<file path="config.mk">
export PLATFORM = sky130hd
export DESIGN_NAME = ext_voltage_adc_control
export DESIGN_NICKNAME = d
export VERILOG_FILES = /design/src/rtl/ext_voltage_pkg.sv /design/src/rtl/interval_timer.sv /design/src/rtl/ext_voltage_adc_control.sv
export SDC_FILE = /design/constraint.sdc
export NUM_CORES = 1
export LEC_CHECK = 0
export BUFFER_PORTS_ARGS = -buffer_cell sky130_fd_sc_hd__buf_2
export CAP_MARGIN = 20
export CORE_UTILIZATION = 59
export DETAILED_ROUTE_END_ITERATION = 6
export PLACE_DENSITY_LB_ADDON = 0.08
export SKIP_CTS_REPAIR_TIMING = 1
export SYNTH_ARGS = -nofsm -noshare
export SYNTH_HDL_FRONTEND = slang
export SYNTH_SLANG_ARGS = --single-unit
</file>
<file path="constraint.sdc">
create_clock -name clock -period 4.3 [get_ports clock]
set_input_delay 0 -clock clock [delete_from_list [all_inputs] [get_ports clock]]
set_output_delay 0 -clock clock [all_outputs]
set_load 0.01 [all_outputs]
</file>
<file path="src/rtl/ext_voltage_pkg.sv">
// Constants and types shared by the external-voltage ADC control block
package ext_voltage_pkg;

    // ****************************************
    // Special-function register addresses
    // ****************************************
    localparam logic [7:0] ADDR_START = 8'hD8;
    localparam logic [7:0] ADDR_RESULT = 8'hEF;
    localparam logic [7:0] ADDR_DELTA = 8'hF3;
    localparam logic [7:0] ADDR_FLAG = 8'hF8;
    localparam logic [7:0] ADDR_PERIOD = 8'hF9;
    localparam logic [7:0] ADDR_ENABLE = 8'hEC;

    // ****************************************
    // Field positions and reset values
    // ****************************************
    localparam int GO_BIT = 2;
    localparam int PERIOD_LSB = 4;
    localparam int PERIOD_W = 2;
    localparam int DELTA_LSB = 0;
    localparam int DELTA_W = 3;
    localparam int FLAG_BIT = 3;
    localparam int ENABLE_BIT = 3;
    localparam logic [7:0] RESET_BYTE = 8'h00;
    localparam logic [1:0] INTERVAL_OFF = 2'h0;

    // Input voltage per result step, in microvolts
    localparam int RESULT_UV_PER_LSB = 15300;

    // ****************************************
    // Modes and states
    // ****************************************
    typedef enum logic [1:0] {
        full_power_mode = 2'b00,
        battery_active_mode = 2'b01,
        sleep_background_mode = 2'b10
    } power_mode_e;

    typedef enum logic {
        conv_idle = 1'b0,
        conv_busy = 1'b1
    } conv_state_e;

endpackage : ext_voltage_pkg

</file>
<file path="src/rtl/interval_timer.sv">
// Background measurement interval timer
`timescale 1ns/1ps
`default_nettype none

module interval_timer #(
    parameter int CNT_W = 24,
    parameter logic [CNT_W-1:0] INTERVAL1 = 24'h0186A0,
    parameter logic [CNT_W-1:0] INTERVAL2 = 24'h0F4240,
    parameter logic [CNT_W-1:0] INTERVAL3 = 24'h989680
)
(
    input wire logic clock,
    input wire logic reset_n,
    input wire logic [1:0] interval_sel,
    output logic tick
);

    logic [CNT_W-1:0] count;
    logic [CNT_W-1:0] limit;

    always_comb
    begin
        unique case (interval_sel)
            2'h1: limit = INTERVAL1;
            2'h2: limit = INTERVAL2;
            2'h3: limit = INTERVAL3;
            default: limit = '0;
        endcase
    end

    // Counts only while an interval is selected; code zero keeps it idle
    always_ff @(posedge clock or negedge reset_n)
    begin
        if (!reset_n)
        begin
            count <= '0;
            tick <= 1'b0;
        end
        else if (interval_sel == ext_voltage_pkg::INTERVAL_OFF)
        begin
            count <= '0;
            tick <= 1'b0;
        end
        else if (count >= limit - 1'b1)
        begin
            count <= '0;
            tick <= 1'b1;
        end
        else
        begin
            count <= count + 1'b1;
            tick <= 1'b0;
        end
    end

endmodule : interval_timer

`default_nettype wire

</file>
<file path="src/rtl/ext_voltage_adc_control.sv">
// External-voltage ADC control with single and background conversions
`timescale 1ns/1ps
`default_nettype none

module ext_voltage_adc_control #(
    parameter int CNT_W = 24,
    parameter logic [CNT_W-1:0] INTERVAL1 = 24'h0186A0,
    parameter logic [CNT_W-1:0] INTERVAL2 = 24'h0F4240,
    parameter logic [CNT_W-1:0] INTERVAL3 = 24'h989680
)
(
    input wire logic clock,
    input wire logic reset_n,
    input wire logic [7:0] sfr_addr,
    input wire logic sfr_wr,
    input wire logic sfr_rd,
    input wire logic [7:0] sfr_wdata,
    output logic [7:0] sfr_rdata,
    input wire logic [1:0] power_mode,
    output logic adc_start,
    input wire logic adc_done,
    input wire logic [7:0] adc_data,
    output logic ext_voltage_adc_irq,
    output logic power_irq
);

    // ****************************************
    // Declarations
    // ****************************************
    ext_voltage_pkg::conv_state_e state;
    logic ext_voltage_go;
    logic bg_pending;
    logic single_active;
    logic [1:0] ext_voltage_interval;
    logic [2:0] ext_voltage_delta;
    logic ext_voltage_change_flag;
    logic ext_voltage_change_enable;
    logic [7:0] ext_voltage_result;
    logic [7:0] last_irq_value;
    logic tick;
    logic mode_single_ok;
    logic mode_bg_ok;
    logic start_single;
    logic start_bg;
    logic finish;
    logic delta_exceeded;

    function automatic logic [7:0] abs_diff(input logic [7:0] a,
                                            input logic [7:0] b);
        abs_diff = (a >= b) ? a - b : b - a;
    endfunction : abs_diff

    // ****************************************
    // Mode gating
    // ****************************************
    assign mode_single_ok = (power_mode == ext_voltage_pkg::full_power_mode)
        || (power_mode == ext_voltage_pkg::battery_active_mode);
    assign mode_bg_ok = (power_mode == ext_voltage_pkg::full_power_mode)
        || (power_mode == ext_voltage_pkg::sleep_background_mode);

    assign start_single = (state == ext_voltage_pkg::conv_idle)
        && ext_voltage_go && mode_single_ok;
    assign start_bg = (state == ext_voltage_pkg::conv_idle) && !start_single
        && bg_pending && mode_bg_ok
        && (ext_voltage_interval != ext_voltage_pkg::INTERVAL_OFF);
    assign finish = (state == ext_voltage_pkg::conv_busy) && adc_done;
    assign delta_exceeded = abs_diff(adc_data, last_irq_value)
        > {5'h00, ext_voltage_delta};

    // ****************************************
    // Interval timer
    // ****************************************
    interval_timer #(
        .CNT_W(CNT_W),
        .INTERVAL1(INTERVAL1),
        .INTERVAL2(INTERVAL2),
        .INTERVAL3(INTERVAL3)
    ) timer (
        .clock(clock),
        .reset_n(reset_n),
        .interval_sel(ext_voltage_interval),
        .tick(tick)
    );

    // ****************************************
    // Configuration registers
    // ****************************************
    always_ff @(posedge clock or negedge reset_n)
    begin
        if (!reset_n)
        begin
            ext_voltage_interval <= ext_voltage_pkg::INTERVAL_OFF;
            ext_voltage_delta <= '0;
            ext_voltage_change_enable <= 1'b0;
        end
        else if (sfr_wr)
        begin
            if (sfr_addr == ext_voltage_pkg::ADDR_PERIOD)
                ext_voltage_interval <= sfr_wdata[ext_voltage_pkg::PERIOD_LSB
                    +: ext_voltage_pkg::PERIOD_W];
            if (sfr_addr == ext_voltage_pkg::ADDR_DELTA)
                ext_voltage_delta <= sfr_wdata[ext_voltage_pkg::DELTA_LSB
                    +: ext_voltage_pkg::DELTA_W];
            if (sfr_addr == ext_voltage_pkg::ADDR_ENABLE)
                ext_voltage_change_enable <=
                    sfr_wdata[ext_voltage_pkg::ENABLE_BIT];
        end
    end

    // ****************************************
    // Conversion requests
    // ****************************************
    // Go bit reads back as one until its conversion finishes
    always_ff @(posedge clock or negedge reset_n)
    begin
        if (!reset_n)
            ext_voltage_go <= 1'b0;
        else if (sfr_wr && sfr_addr == ext_voltage_pkg::ADDR_START
                 && sfr_wdata[ext_voltage_pkg::GO_BIT] && mode_single_ok)
            ext_voltage_go <= 1'b1;
        else if (finish && single_active)
            ext_voltage_go <= 1'b0;
    end

    always_ff @(posedge clock or negedge reset_n)
    begin
        if (!reset_n)
            bg_pending <= 1'b0;
        else if (tick && mode_bg_ok)
            bg_pending <= 1'b1;
        else if (start_bg || !mode_bg_ok)
            bg_pending <= 1'b0;
    end

    // ****************************************
    // Conversion sequencer
    // ****************************************
    always_ff @(posedge clock or negedge reset_n)
    begin
        if (!reset_n)
        begin
            state <= ext_voltage_pkg::conv_idle;
            single_active <= 1'b0;
            adc_start <= 1'b0;
        end
        else
        begin
            adc_start <= start_single || start_bg;
            unique case (state)
                ext_voltage_pkg::conv_idle:
                begin
                    if (start_single || start_bg)
                    begin
                        state <= ext_voltage_pkg::conv_busy;
                        single_active <= start_single;
                    end
                end
                ext_voltage_pkg::conv_busy:
                begin
                    if (adc_done)
                        state <= ext_voltage_pkg::conv_idle;
                end
            endcase
        end
    end

    // ****************************************
    // Result, interrupt and change flag
    // ****************************************
    always_ff @(posedge clock or negedge reset_n)
    begin
        if (!reset_n)
        begin
            ext_voltage_result <= ext_voltage_pkg::RESET_BYTE;
            last_irq_value <= ext_voltage_pkg::RESET_BYTE;
            ext_voltage_adc_irq <= 1'b0;
        end
        else if (finish && (single_active || delta_exceeded))
        begin
            ext_voltage_result <= adc_data;
            last_irq_value <= adc_data;
            ext_voltage_adc_irq <= 1'b1;
        end
        else
            ext_voltage_adc_irq <= 1'b0;
    end

    // Cleared by writing zero to its bit; a change in the same cycle wins
    always_ff @(posedge clock or negedge reset_n)
    begin
        if (!reset_n)
            ext_voltage_change_flag <= 1'b0;
        else if (finish && !single_active && delta_exceeded)
            ext_voltage_change_flag <= 1'b1;
        else if (sfr_wr && sfr_addr == ext_voltage_pkg::ADDR_FLAG
                 && !sfr_wdata[ext_voltage_pkg::FLAG_BIT])
            ext_voltage_change_flag <= 1'b0;
    end

    always_ff @(posedge clock or negedge reset_n)
    begin
        if (!reset_n)
            power_irq <= 1'b0;
        else
            power_irq <= ext_voltage_change_flag
                && ext_voltage_change_enable;
    end

    // ****************************************
    // Register read port
    // ****************************************
    always_ff @(posedge clock or negedge reset_n)
    begin
        if (!reset_n)
            sfr_rdata <= ext_voltage_pkg::RESET_BYTE;
        else if (sfr_rd)
        begin
            sfr_rdata <= ext_voltage_pkg::RESET_BYTE;
            unique case (sfr_addr)
                ext_voltage_pkg::ADDR_RESULT:
                    sfr_rdata <= ext_voltage_result;
                ext_voltage_pkg::ADDR_START:
                    sfr_rdata[ext_voltage_pkg::GO_BIT] <= ext_voltage_go;
                ext_voltage_pkg::ADDR_PERIOD:
                    sfr_rdata[ext_voltage_pkg::PERIOD_LSB
                        +: ext_voltage_pkg::PERIOD_W] <= ext_voltage_interval;
                ext_voltage_pkg::ADDR_DELTA:
                    sfr_rdata[ext_voltage_pkg::DELTA_LSB
                        +: ext_voltage_pkg::DELTA_W] <= ext_voltage_delta;
                ext_voltage_pkg::ADDR_FLAG:
                    sfr_rdata[ext_voltage_pkg::FLAG_BIT] <=
                        ext_voltage_change_flag;
                ext_voltage_pkg::ADDR_ENABLE:
                    sfr_rdata[ext_voltage_pkg::ENABLE_BIT] <=
                        ext_voltage_change_enable;
                default:
                    sfr_rdata <= ext_voltage_pkg::RESET_BYTE;
            endcase
        end
    end

    // ****************************************
    // Checks
    // ****************************************
    a_result_on_irq: assert property (
        @(posedge clock) disable iff (!reset_n)
        $changed(ext_voltage_result) |-> ext_voltage_adc_irq)
        else $error("result changed without ADC interrupt");

    a_single_irq_done: assert property (
        @(posedge clock) disable iff (!reset_n)
        finish && single_active |=> ext_voltage_adc_irq
            && ext_voltage_result == $past(adc_data))
        else $error("single conversion did not interrupt with result");

    a_delta_flag_set: assert property (
        @(posedge clock) disable iff (!reset_n)
        finish && !single_active && delta_exceeded
            |=> ext_voltage_change_flag && ext_voltage_adc_irq)
        else $error("delta exceeded without change flag");

    a_no_delta_no_irq: assert property (
        @(posedge clock) disable iff (!reset_n)
        finish && !single_active && !delta_exceeded
            |=> !ext_voltage_adc_irq && $stable(ext_voltage_result))
        else $error("background irq without delta exceeded");

    a_power_irq_gate: assert property (
        @(posedge clock) disable iff (!reset_n)
        ##1 power_irq == $past(ext_voltage_change_flag
            && ext_voltage_change_enable))
        else $error("power interrupt does not follow flag and enable");

    a_bg_off_interval: assert property (
        @(posedge clock) disable iff (!reset_n)
        start_bg |-> ext_voltage_interval != ext_voltage_pkg::INTERVAL_OFF)
        else $error("background conversion with interval off");

    a_battery_no_bg: assert property (
        @(posedge clock) disable iff (!reset_n)
        adc_start && !single_active |-> $past(power_mode)
            != ext_voltage_pkg::battery_active_mode)
        else $error("background conversion in battery mode");

    a_sleep_no_go: assert property (
        @(posedge clock) disable iff (!reset_n)
        power_mode == ext_voltage_pkg::sleep_background_mode && !ext_voltage_go
            |=> !ext_voltage_go)
        else $error("go bit accepted in sleep mode");

    a_go_starts: assert property (
        @(posedge clock) disable iff (!reset_n)
        ext_voltage_go && state == ext_voltage_pkg::conv_idle && mode_single_ok
            |=> adc_start && single_active)
        else $error("single conversion did not start");

    a_result_write_ro: assert property (
        @(posedge clock) disable iff (!reset_n)
        sfr_wr && sfr_addr == ext_voltage_pkg::ADDR_RESULT && !finish
            |=> $stable(ext_voltage_result))
        else $error("write disturbed result register");

endmodule : ext_voltage_adc_control

`default_nettype wire

</file>
==> Word-level counts from Yosys, hierarchy flattened <==
Cells that the tools add are included.
{ "totals": {"regBits": 55, "inputBits": 31, "output_inout_bits": 11, "elab_cells": 92} }
{ "op_classes": {"add_sub_neg": 4, "n_lt_le_gt_ge": 3, "eq_ne": 11, "mux": 21, "n_bitwise": 1, "n_reduce_logical": 37} }
{ "ops": {"columns": ["op", "count"], "rows": [
  ["24-bit case mux with 3 select lines", 1],
  ["8-bit == test (second input constant)", 6],
  ["24-bit two-way mux", 2],
  ["24-bit by 1-bit adder with 24-bit output (second input constant)", 1],
  ["24-bit >= comparator", 1],
  ["24-bit by 1-bit subtractor with 24-bit output (second input constant)", 1],
  ["1-bit logical AND", 18],
  ["8-bit subtractor", 2],
  ["1-bit two-way mux", 11],
  ["8-bit >= comparator", 1],
  ["8-bit by 3-bit greater-than comparator with 1-bit output", 1],
  ["8-bit two-way mux", 1],
  ["2-bit case mux with 2 select lines", 2],
  ["2-bit AND reduction", 4],
  ["2-bit nonzero test", 4],
  ["2-bit == test (second input constant)", 3],
  ["1-bit case mux with 3 select lines", 2],
  ["1-bit logical OR", 5],
  ["2-bit by 1-bit == test with 1-bit output (second input constant)", 2],
  ["1-bit zero test", 4],
  ["2-bit zero test", 2],
  ["2-bit two-way mux", 1],
  ["1-bit case mux with 2 select lines", 1],
  ["1-bit NOT", 1]
]} }

==> Depth between registers and ports, before layout <==
Gate-level depths: netlist of the first run.
{ "depth": {"word_depth": 11, "depth_mapped": 17, "ltp_nobuf": 16} }

==> Hierarchy <==
From an unflattened synthesis of the first run, not the netlist that was laid out.
{ "unflattened": {"cells_unflattened": 405, "area_unflattened_um2": 3890.0} }
{ "modules_own_cells": {"columns": ["module", "instances", "cells_per_inst", "area_each_um2", "seq_area_each_um2"], "rows": [
  ["ext_voltage_adc_control", 1, 238, 2169.6, 750.7],
  ["interval_timer", 1, 167, 1720.4, 625.6]
]} }

==> Worst setup path before layout of the first run <==
OpenSTA, ideal clock, no wires.
{ "synth_timing": {"path_type": "register to register", "startpoint": "register last_irq_value[0]", "endpoint": "register last_irq_value[7]", "setup_ns": 0.125, "arrival_time_ns": 3.297, "required_time_ns": 4.175, "setup_slack_ns": 0.878, "stages_incl_launch_ff": 17, "n_path_buf": 1, "synth_period_minus_slack_ns": 3.422, "cell_sequence": "dfrtp_1 -> ha_1 -> inv_1 -> fa_1 -> nand3_4 -> a31oi_1 -> a211oi_1 -> mux2_2 -> ha_1 -> nor2b_1 -> o21ai_0 -> a32oi_1 -> nor2_1 -> nand4_1 -> o311a_1 -> buf_6 -> mux2_4"} }
{ "synth_via": {"elab_chain_cells": 5, "elab_cells_between_ends": 7, "classes_between": "add/sub (2); order compare (2); mux (1); reduce/logical (2)"} }
{ "synth_lines": {"columns": ["element", "line", "source"], "rows": [
  ["from (decl)", "ext_voltage_adc_control.sv:39", "logic [7:0] last_irq_value;"],
  ["from (signal assigned)", "ext_voltage_adc_control.sv:175", "last_irq_value <= ext_voltage_pkg::RESET_BYTE;"],
  ["from (signal assigned)", "ext_voltage_adc_control.sv:181", "last_irq_value <= adc_data;"],
  ["8-bit subtractor or 8-bit >= comparator (tied branches)", "ext_voltage_adc_control.sv:50", "abs_diff = (a >= b) ? a - b : b - a;"],
  ["8-bit two-way mux (*)", "ext_voltage_adc_control.sv:50", null],
  ["8-bit by 3-bit greater-than comparator with 1-bit output (*)", "ext_voltage_adc_control.sv:68", "> {5'h00, ext_voltage_delta};"],
  ["1-bit logical OR (*)", "ext_voltage_adc_control.sv:178", "else if (finish && (single_active || delta_exceeded))"],
  ["1-bit logical AND (*)", "ext_voltage_adc_control.sv:178", null]
]} }
Every way passes the cells marked *; elsewhere a longest branch is shown, timed or not.
A chain may end at the register's enable or synchronous reset.

==> Final worst setup path of the first run <==
{ "layout_timing": {"startpoint": "register last_irq_value[6]", "endpoint": "register last_irq_value[4]"} }
Same word-level chain as after synthesis.

==> flow_metrics.env, run 1 <==
export IMPL_start_kind="flop"
export IMPL_ff_latch_area_um2=1376
export IMPL_hpwl_um=5949
export IMPL_synth_cell_type_count=58
export IMPL_layout_cells_non_filler=528
export IMPL_clock_root_buffer="clkbuf_8"
export IMPL_cts_buffers=5
export IMPL_placed_area_um2=4003
export IMPL_crit_chain="ha_1, a21oi_2, o31ai_1, a211oi_1, mux2_2, ha_1, nor2b_1, o21ai_0, a32oi_1, nor2_1, nand4_1, o311a_1, buf_4, mux2i_1"
export IMPL_dp_slack_ps=425.6
export IMPL_die_area_um2=6703
export IMPL_die_y_um=81.87
export IMPL_yosys_area_top_type="dfrtp_1"
export IMPL_violations="negative hold slack"
export IMPL_vias_per_cell=5.693
export IMPL_synth_seq_area_share_pct=36.57
export IMPL_drtIter0Drc=151
export IMPL_regToRegSetupSlack_ps=350
export IMPL_postLayoutCellArea_um2=4245
export IMPL_synth_warnings=0
export IMPL_crit_family="compound AO/OA/AOI/OAI gates"
export IMPL_place_congestion=0.8931
export IMPL_synth_edf_count=0
export IMPL_die_x_um=81.87
export IMPL_cts_tree="done"
export IMPL_drv_cap=0
export IMPL_grt_first_pass_wirelength_um=12340
export IMPL_synthCells=398
export IMPL_synth_net_count=474
export IMPL_drtAntennaViolNets=0
export IMPL_cp_common_cell="ha_1"
export IMPL_clk_latency_ps=310
export IMPL_start_util_pct=62.46
export IMPL_skew_ps=8.241
export IMPL_coreArea_um2=6026
export IMPL_setup_violations=0
export IMPL_boundaryPins=42
export IMPL_rsz0062_at_grt="false"
export IMPL_p_per_area_nw_per_um2=406.1
export IMPL_hold_violations=1
export IMPL_clock_sinks=55
export IMPL_syn_to_final_growth_pct=12.80
export IMPL_synth_top_area_share_pct=36.57
export IMPL_finalWorstSetupSlack_ps=345.7
export IMPL_yosys_most_used_dff="dfrtp_1"
export IMPL_critPathKind="flop to flop"
export IMPL_grt_pass1_vias=2635
export IMPL_crit_fanout=9
export IMPL_n_fill_cell=486
export IMPL_port_buffers=39
export IMPL_drt_pass1_iterations=4
export IMPL_worst_endpoint_arrival_ps=4190
export IMPL_relSlewSlack_pct=53.37
export IMPL_worstPathRequired_ps=4540
export IMPL_track_usage_pct=24.21
export IMPL_crit_path_end_kind="flop"
export IMPL_synthArstFlopShare_pct=100.0
export IMPL_clk_pin_slew_worst_paths_ps=100
export IMPL_syn_area_um2=3764
export IMPL_setup_tns_ps=0
export IMPL_critical_path_max_stage_delay_ps=510
export IMPL_gr_total_overflow=0
export IMPL_place_inst=505
export IMPL_period_share_pct=91.96
export IMPL_vias=3006
export IMPL_nNetsFinal=528
export IMPL_period_needed_ps=3954
export IMPL_worst_slew_pin_slew_ps=699.5
export IMPL_multi_input_area_um2=2187
export IMPL_syn_avg_cell_area_um2=9.456
export IMPL_synth_area_leaders="dfrtp_1, ha_1, nor2_1"
export IMPL_wl_per_cell_um=14.85
export IMPL_antennaDiodeCount=0
export IMPL_hold_slack_ps=-19.87
export IMPL_max_freq_ghz=0.2529
export IMPL_h_tree_depth=2
export IMPL_cp_slowest_cell="a211oi_1"
export IMPL_ys_seq_elements=55
export IMPL_slew_viol_final=0
export IMPL_irDropWorstVdd_v=0.0003365
export IMPL_cp_num_buf_inv=1
export IMPL_status="finished, violations left"
export IMPL_drc=0
export IMPL_hold_class="primary input to flop"
export IMPL_drive_gt1_share_pct=14.35
export IMPL_p_leak_uw=0.002102
export IMPL_grt_max_degree=56
export IMPL_drt_total_wl_um=7843
export IMPL_rows=28
export IMPL_finish_utilization_pct=70.45
export IMPL_antenna_found_initial=0
export IMPL_clockBufferDepth=2
## layout make-up
cell class / instances / share of cell area, %
clock buffer: 5 / 1.621
clock inverter: 3 / 0.5600
multi-input combinational: 299 / 51.52
timing repair buffer: 57 / 8.665
inverter: 34 / 3.006
tap: 75 / 2.210
sequential: 55 / 32.42
## cell usage after synthesis (2+ instances only)
master and number:
dfrtp_1 55, nor2_1 48, ha_1 43, inv_1 32, nand2_1 22, a21oi_1 21, xor2_1 18, nand3_1 16
o21ai_0 12, nand4_1 11, a21o_1 10, mux2i_1 9, nand2b_1 8, xnor2_1 7, nor3_1 6, a32oi_1 5
mux2_2 5, and2_1 4, and3_1 4, buf_6 4, clkbuf_1 4, a211oi_1 3, a31oi_1 3, nor4_1 3
o21a_1 3, a211o_1 2, a21oi_4 2, a221oi_1 2, a22oi_1 2, fa_1 2, inv_2 2, nor3b_1 2
o31ai_1 2, or3_1 2
## per-layer routing
| layer | up-vias | GRT usage, % | part of all wire [%] |
|---|---|---|---|
| met5 | - | 0 | 0 |
| li1 | 1517 | - | - |
| met3 | 10 | 5.111 | 5.8 |
| met2 | 96 | 37.19 | 43 |
| met4 | 0 | 6.316 | 1.1 |
| met1 | 1383 | 34.33 | 50 |
## power breakdown
group	total, uW	internal [uW]	switching [uW]
combinational	781	322	459
clock	306	118	187
sequential	638	575	62.5
total	1720	1020	709
## placed cells by master, fill, tap and decap left out, drive strengths merged, types with 3 or more instances in the layout
| cell | Yosys | final |
|---|---|---|
| dfrtp | 55 | 55 |
| nor2 | 48 | 48 |
| ha | 43 | 43 |
| buf | 6 | 42 |
| inv | 34 | 35 |
| a21oi | 24 | 24 |
| nand2 | 22 | 22 |
| xor2 | 18 | 18 |
| nand3 | 17 | 17 |
| dlygate4sd3 | 0 | 15 |
| o21ai | 13 | 13 |
| nand4 | 11 | 11 |
| a21o | 10 | 10 |
| mux2i | 9 | 9 |
| nand2b | 8 | 8 |
| xnor2 | 7 | 7 |
| nor3 | 6 | 6 |
| mux2 | 6 | 6 |
| a32oi | 5 | 5 |
| clkbuf | 4 | 5 |
| and3 | 4 | 4 |
| and2 | 4 | 4 |
| a31oi | 3 | 3 |
| a211oi | 3 | 3 |
| o21a | 3 | 3 |
| nor4 | 3 | 3 |
| a221oi | 3 | 3 |
## through the flow
stage / hold slack, ps / total power (uW)
6_report: -19.87 / 1724
5_1_grt: 14.01 / 1846
4_1_cts: -169.0 / 1712
3_5_place_dp: 177.4 / 1406
3_3_place_gp: 170.9 / 1374
2_1_floorplan: -295.6 / 1245
## worst min-delay path, cell delays in order
cell     delay [ps]
buf_2           110
inv_1            80
mux2i_1          70
## logic make-up (layout without fill, tap and decap cells)
| group | count (synthesis) | after routing | share of synthesized area (%) |
|---|---|---|---|
| AOI/OAI and AO/OA | 80 | 80 | 14.93 |
| xor gates and xnor gates | 25 | 25 | 5.818 |
| adders and majority gates | 45 | 45 | 15.36 |
| buffers and inverters | 44 | 99 | 5.319 |
| DFF | 55 | 55 | 36.57 |
| muxes | 15 | 15 | 4.288 |
| other | 1 | 1 | 0.09964 |
| and+or+nand+nor | 133 | 133 | 17.62 |
## worst paths after layout
path | endpoint | startpoint | depth (start not counted)
min reg2reg | bg_pending | timer.tick | 2
max | last_irq_value[4] | last_irq_value[6] | 14
min | last_irq_value[6] | adc_data[6] | 3
max reg2reg | last_irq_value[4] | last_irq_value[6] | 14
min in group asynchronous | timer.count[9] | reset_n | 3
max in group asynchronous | last_irq_value[4] | reset_n | 3
## state kept, by name, summed over array words and instances, names as in the netlist, 2 cells and up
register,cells
ext_voltage_delta,3
ext_voltage_interval,2
last_irq_value,8
sfr_rdata,8
timer.count,24
(Power assumes the default switching activity.)
==> inputs of run 2 (changes only) <==
- CELL_PAD_IN_SITES_DETAIL_PLACEMENT: not set -> 0
- CELL_PAD_IN_SITES_GLOBAL_PLACEMENT: not set -> 1
- CORE_UTILIZATION: 59 -> 46
==> flow_metrics.env, run 2 (synthesis gave the netlist of run 1 again) <==
export IMPL_status="finished, violations left"
export IMPL_violations="negative hold slack"
export IMPL_clk_pin_slew_worst_paths_ps=100
export IMPL_endpoint="last_irq_value[2]"
export IMPL_cp_common_cell="ha_1"
export IMPL_place_congestion=0.7909
export IMPL_hold_violations=1
export IMPL_drtIter0Drc=140
export IMPL_antenna_found_initial=0
export IMPL_die_x_um=92.46
export IMPL_rsz0062_at_grt="false"
export IMPL_crit_fanout=6
export IMPL_clk_latency_ps=310
export IMPL_period_share_pct=92.64
export IMPL_r2r_cells=16
export IMPL_cp_slowest_cell="a211oi_1"
export IMPL_die_y_um=92.46
export IMPL_rows=32
export IMPL_start_kind="flop"
export IMPL_syn_to_final_growth_pct=13.76
export IMPL_dp_slack_ps=425.7
export IMPL_grt_max_degree=56
export IMPL_port_buffers=39
export IMPL_gr_total_overflow=0
export IMPL_irDropWorstVdd_v=0.0002473
export IMPL_vias_per_cell=5.377
export IMPL_critPathKind="flop to flop"
export IMPL_grt_pass1_vias=2731
export IMPL_hold_class="primary input to flop"
export IMPL_die_area_um2=8548
export IMPL_p_leak_uw=0.002104
export IMPL_rr_endpoint="last_irq_value[2]"
export IMPL_worstPathRequired_ps=4530
export IMPL_drt_total_wl_um=8199
export IMPL_skew_ps=7.567
export IMPL_critical_path_max_stage_delay_ps=560
export IMPL_worstSetupStartpoint="last_irq_value[0]"
export IMPL_start_util_pct=48.21
export IMPL_p_per_area_nw_per_um2=402.1
export IMPL_period_needed_ps=3984
export IMPL_worst_slew_pin_slew_ps=700.4
export IMPL_largestRegisters="timer.count: 24 flops, last_irq_value: 8 flops, sfr_rdata: 8 flops"
export IMPL_clockBufferDepth=2
export IMPL_drive_gt1_share_pct=14.13
export IMPL_antennaDiodeCount=0
export IMPL_hold_slack_ps=-15.33
export IMPL_nNetsFinal=528
export IMPL_regToRegSetupSlack_ps=320
export IMPL_crit_chain="ha_1, inv_1, fa_1, nand3_4, a31oi_1, a211oi_1, mux2_2, ha_1, nor2b_1, o21ai_0, a32oi_1, nor2_1, nand4_1, o311a_1, buf_4, mux2i_1"
export IMPL_clock_sinks=55
export IMPL_boundaryPins=42
export IMPL_wl_per_cell_um=14.77
export IMPL_coreArea_um2=7807
export IMPL_h_tree_depth=2
export IMPL_setup_tns_ps=0
export IMPL_grt_first_pass_wirelength_um=13520
export IMPL_relSlewSlack_pct=53.31
export IMPL_drtAntennaViolNets=0
export IMPL_crit_cells=16
export IMPL_worst_endpoint_arrival_ps=4210
export IMPL_drv_cap=0
export IMPL_hpwl_um=6180
export IMPL_max_flop_register="timer.count"
export IMPL_final_cell_mix="dfrtp_1, nor2_1, ha_1"
export IMPL_vias=2984
export IMPL_drt_pass1_iterations=4
export IMPL_r2r_start="last_irq_value[0]"
export IMPL_cts_buffers=5
export IMPL_max_freq_ghz=0.2510
export IMPL_final_common_cell="dfrtp_1"
export IMPL_cts_tree="done"
export IMPL_clock_root_buffer="clkbuf_8"
export IMPL_setup_violations=0
export IMPL_track_usage_pct=19.91
export IMPL_slew_viol_final=0
export IMPL_finalWorstSetupSlack_ps=316.4
export IMPL_crit_path_end_kind="flop"
export IMPL_cp_num_buf_inv=2
export IMPL_drc=0
export IMPL_largest_reg_flops=24
export IMPL_crit_family="compound AO/OA/AOI/OAI gates"
## run 2: cell types whose count changed in the layout (fill, tap and decap cells not counted)
| cell | change |
|---|---|
| inv_8 | -1 |
| clkbuf_1 | +1 |
| clkbuf_8 | +1 |
| clkinv_4 | +1 |
| clkinvlp_4 | -1 |
| clkinv_2 | -1 |
## run 2: how the worst min path moves through the flow
stage	to	slack [ps]	start	depth (start not counted)
floorplan	adc_start	-300	reset_n	0
global placement	timer.count[8]	180	reset_n	2
detailed placement	timer.count[7]	190	reset_n	2
CTS	timer.count[7]	-150	reset_n	2
global route	last_irq_value[3]	4	adc_data[3]	3
finish	last_irq_value[3]	-20	adc_data[3]	3
## run 2: tightest hold or removal path: cells and delay by family
family                 cells  cell delay (ps)
buffers and inverters      2              190
multiplexers               1               60
## run 2: report_power, final
part           switching (uW)  internal [uW]
Clock                     175            133
Combinational             452            321
Sequential               64.9            575
## run 2: final cells by class
cell class / instances / area [um^2]
clock buffer: 7 / 86.33
inverter: 34 / 127.6
tap: 102 / 127.6
fill: 741 / 3526
clock inverter: 1 / 8.758
sequential: 55 / 1376
timing repair buffer: 57 / 367.9
multi-input combinational: 299 / 2187
## run 2: per-layer routing
metal	vias to the layer above	track usage, %	share of wire [%]
li1	1505	-	-
met1	1418	31.33	55
met2	55	28.70	41
met3	6	2.627	3.1
met4	0	4.297	0.90
met5	-	0	0
## run 2: per-stage QoR
stage / power [uW] / instance area (um^2) / util [%] / hold slack [ps] / cells
CTS: 1724 / 4131 / 52.92 / -154.7 / 540
finish: 1722 / 4282 / 54.84 / -15.33 / 555
global route: 1856 / 4282 / 54.84 / 3.962 / 555
detailed placement: 1405 / 4036 / 51.70 / 186.6 / 532
global placement: 1394 / 4036 / 51.70 / 177.3 / 532
floorplan: 1245 / 3764 / - / -295.6 / 398
==> inputs of run 3 (changes only) <==
- CORE_UTILIZATION: 46 -> 41
- clock period: 4.3 -> 3.63 ns (I/O delays scaled with it)
==> flow_metrics.env, run 3 (synthesis gave the netlist of run 1 again) <==
export IMPL_period_share_pct=93.36
export IMPL_cp_common_cell="ha_1"
export IMPL_cp_slowest_cell="dfrtp_1"
export IMPL_die_area_um2=9567
export IMPL_placed_area_um2=4141
export IMPL_clockBufferDepth=2
export IMPL_clock_root_buffer="clkbuf_8"
export IMPL_hpwl_um=6508
export IMPL_antennaDiodeCount=0
export IMPL_final_cell_mix="dfrtp_1, nor2_1, ha_1"
export IMPL_setup_violations=0
export IMPL_boundaryPins=42
export IMPL_skew_ps=13.03
export IMPL_critPathKind="flop to flop"
export IMPL_worst_slew_pin_slew_ps=729.2
export IMPL_syn_to_final_growth_pct=17.22
export IMPL_grt_pass1_vias=2930
export IMPL_largestRegisters="timer.count: 24 flops, last_irq_value: 8 flops, sfr_rdata: 8 flops"
export IMPL_drtAntennaViolNets=0
export IMPL_crit_chain="ha_1, a21oi_2, o31ai_1, a211oi_2, mux2_4, ha_1, nor2b_1, o21ai_0, a32oi_2, nor2_1, nand4_1, o311a_4, buf_4, mux2i_1"
export IMPL_postLayoutCellArea_um2=4412
export IMPL_place_congestion=0.7929
export IMPL_nNetsFinal=542
export IMPL_largest_reg_flops=24
export IMPL_clock_sinks=55
export IMPL_drtIter0Drc=76
export IMPL_worstPathRequired_ps=3860
export IMPL_max_freq_ghz=0.2951
export IMPL_drt_pass1_iterations=7
export IMPL_gr_total_overflow=0
export IMPL_antenna_found_initial=0
export IMPL_drv_cap=0
export IMPL_p_leak_uw=0.002172
export IMPL_setup_tns_ps=0
export IMPL_period_needed_ps=3389
export IMPL_vias=3046
export IMPL_n_fill_cell=875
export IMPL_p_per_area_nw_per_um2=490.9
export IMPL_drt_total_wl_um=8547
export IMPL_start_util_pct=42.74
export IMPL_die_x_um=97.81
export IMPL_total_power_uw=2166
export IMPL_hold_class="primary input to flop"
export IMPL_wl_per_cell_um=14.86
export IMPL_port_buffers=39
export IMPL_drc=9
export IMPL_h_tree_depth=2
export IMPL_hold_violations=0
export IMPL_final_common_cell="dfrtp_1"
export IMPL_crit_fanout=4
export IMPL_clk_pin_slew_worst_paths_ps=100
export IMPL_crit_path_end_kind="flop"
export IMPL_irDropWorstVdd_v=0.0002872
export IMPL_slew_viol_final=0
export IMPL_cts_tree="done"
export IMPL_worst_endpoint_arrival_ps=3620
export IMPL_die_y_um=97.81
export IMPL_status="finished, violations left"
export IMPL_critical_path_max_stage_delay_ps=400
export IMPL_coreArea_um2=8806
export IMPL_grt_max_degree=56
export IMPL_start_kind="flop"
export IMPL_max_flop_register="timer.count"
export IMPL_drive_gt1_share_pct=17.77
export IMPL_grt_first_pass_wirelength_um=14400
export IMPL_relSlewSlack_pct=51.39
export IMPL_vias_per_cell=5.297
export IMPL_track_usage_pct=18.78
export IMPL_rows=34
export IMPL_clk_latency_ps=310
export IMPL_violations="design-rule violations"
export IMPL_cts_buffers=5
==> run 3: power by group <==
part | internal [uW] | switching [uW]
clock | 136 | 200
sequential | 681 | 63.8
combinational | 496 | 589
total | 1310 | 853
==> run 3: cell type report <==
| cell class | count | area [um^2] | share of cell area (%) |
|---|---|---|---|
| multi-input combinational | 299 | 2217 | 50.26 |
| sequential | 55 | 1376 | 31.20 |
| timing repair buffer | 71 | 470.5 | 10.66 |
| tap | 108 | 135.1 | 3.063 |
| inverter | 34 | 127.6 | 2.893 |
| clock buffer | 6 | 72.57 | 1.645 |
| clock inverter | 2 | 12.51 | 0.2836 |
==> run 3: layer usage <==
metal  GRT usage (%)  up-vias  share of wire [%]
met4           4.196        0               0.94
met1           28.62     1459                 55
met3           2.577        5                2.3
met2           28.21       49                 42
li1                -     1533                  -
met5               0        -                  0
==> run 3: worst paths after layout <==
| path | startpoint | slack [ps] | to | depth (start not counted) |
|---|---|---|---|---|
| worst max-delay path | last_irq_value[6] | 240 | last_irq_value[5] | 14 |
| worst min-delay path | adc_data[4] | 2 | last_irq_value[4] | 3 |
| worst max register to register | last_irq_value[6] | 240 | last_irq_value[5] | 14 |
| worst min register to register | timer.tick | 490 | bg_pending | 2 |
| max in group asynchronous | reset_n | 2770 | last_irq_value[3] | 3 |
| min in group asynchronous | reset_n | 360 | timer.count[7] | 3 |
==> run 3: worst max-delay path: cells and delay by family, from the launching register on <==
kind,cells,cell delay (ps)
AO/OA/AOI/OAI,6,1310
adder cells (fa/ha/maj),2,650
buffers and inverters,1,140
flip-flops,1,400
multiplexers,2,530
AND/OR/NAND/NOR,3,280
==> run 3: stage by stage <==
step	std cells	hold slack [ps]	setup WS, ps	utilization, %
4_1_cts	559	-151.7	-124.2	48.00
3_3_place_gp	551	185.3	74.14	47.03
5_1_grt	575	4.801	-20.42	50.10
2_1_floorplan	398	-295.6	207.6	-
6_report	575	2.189	240.9	50.10
3_5_place_dp	551	190.0	-84.23	47.03
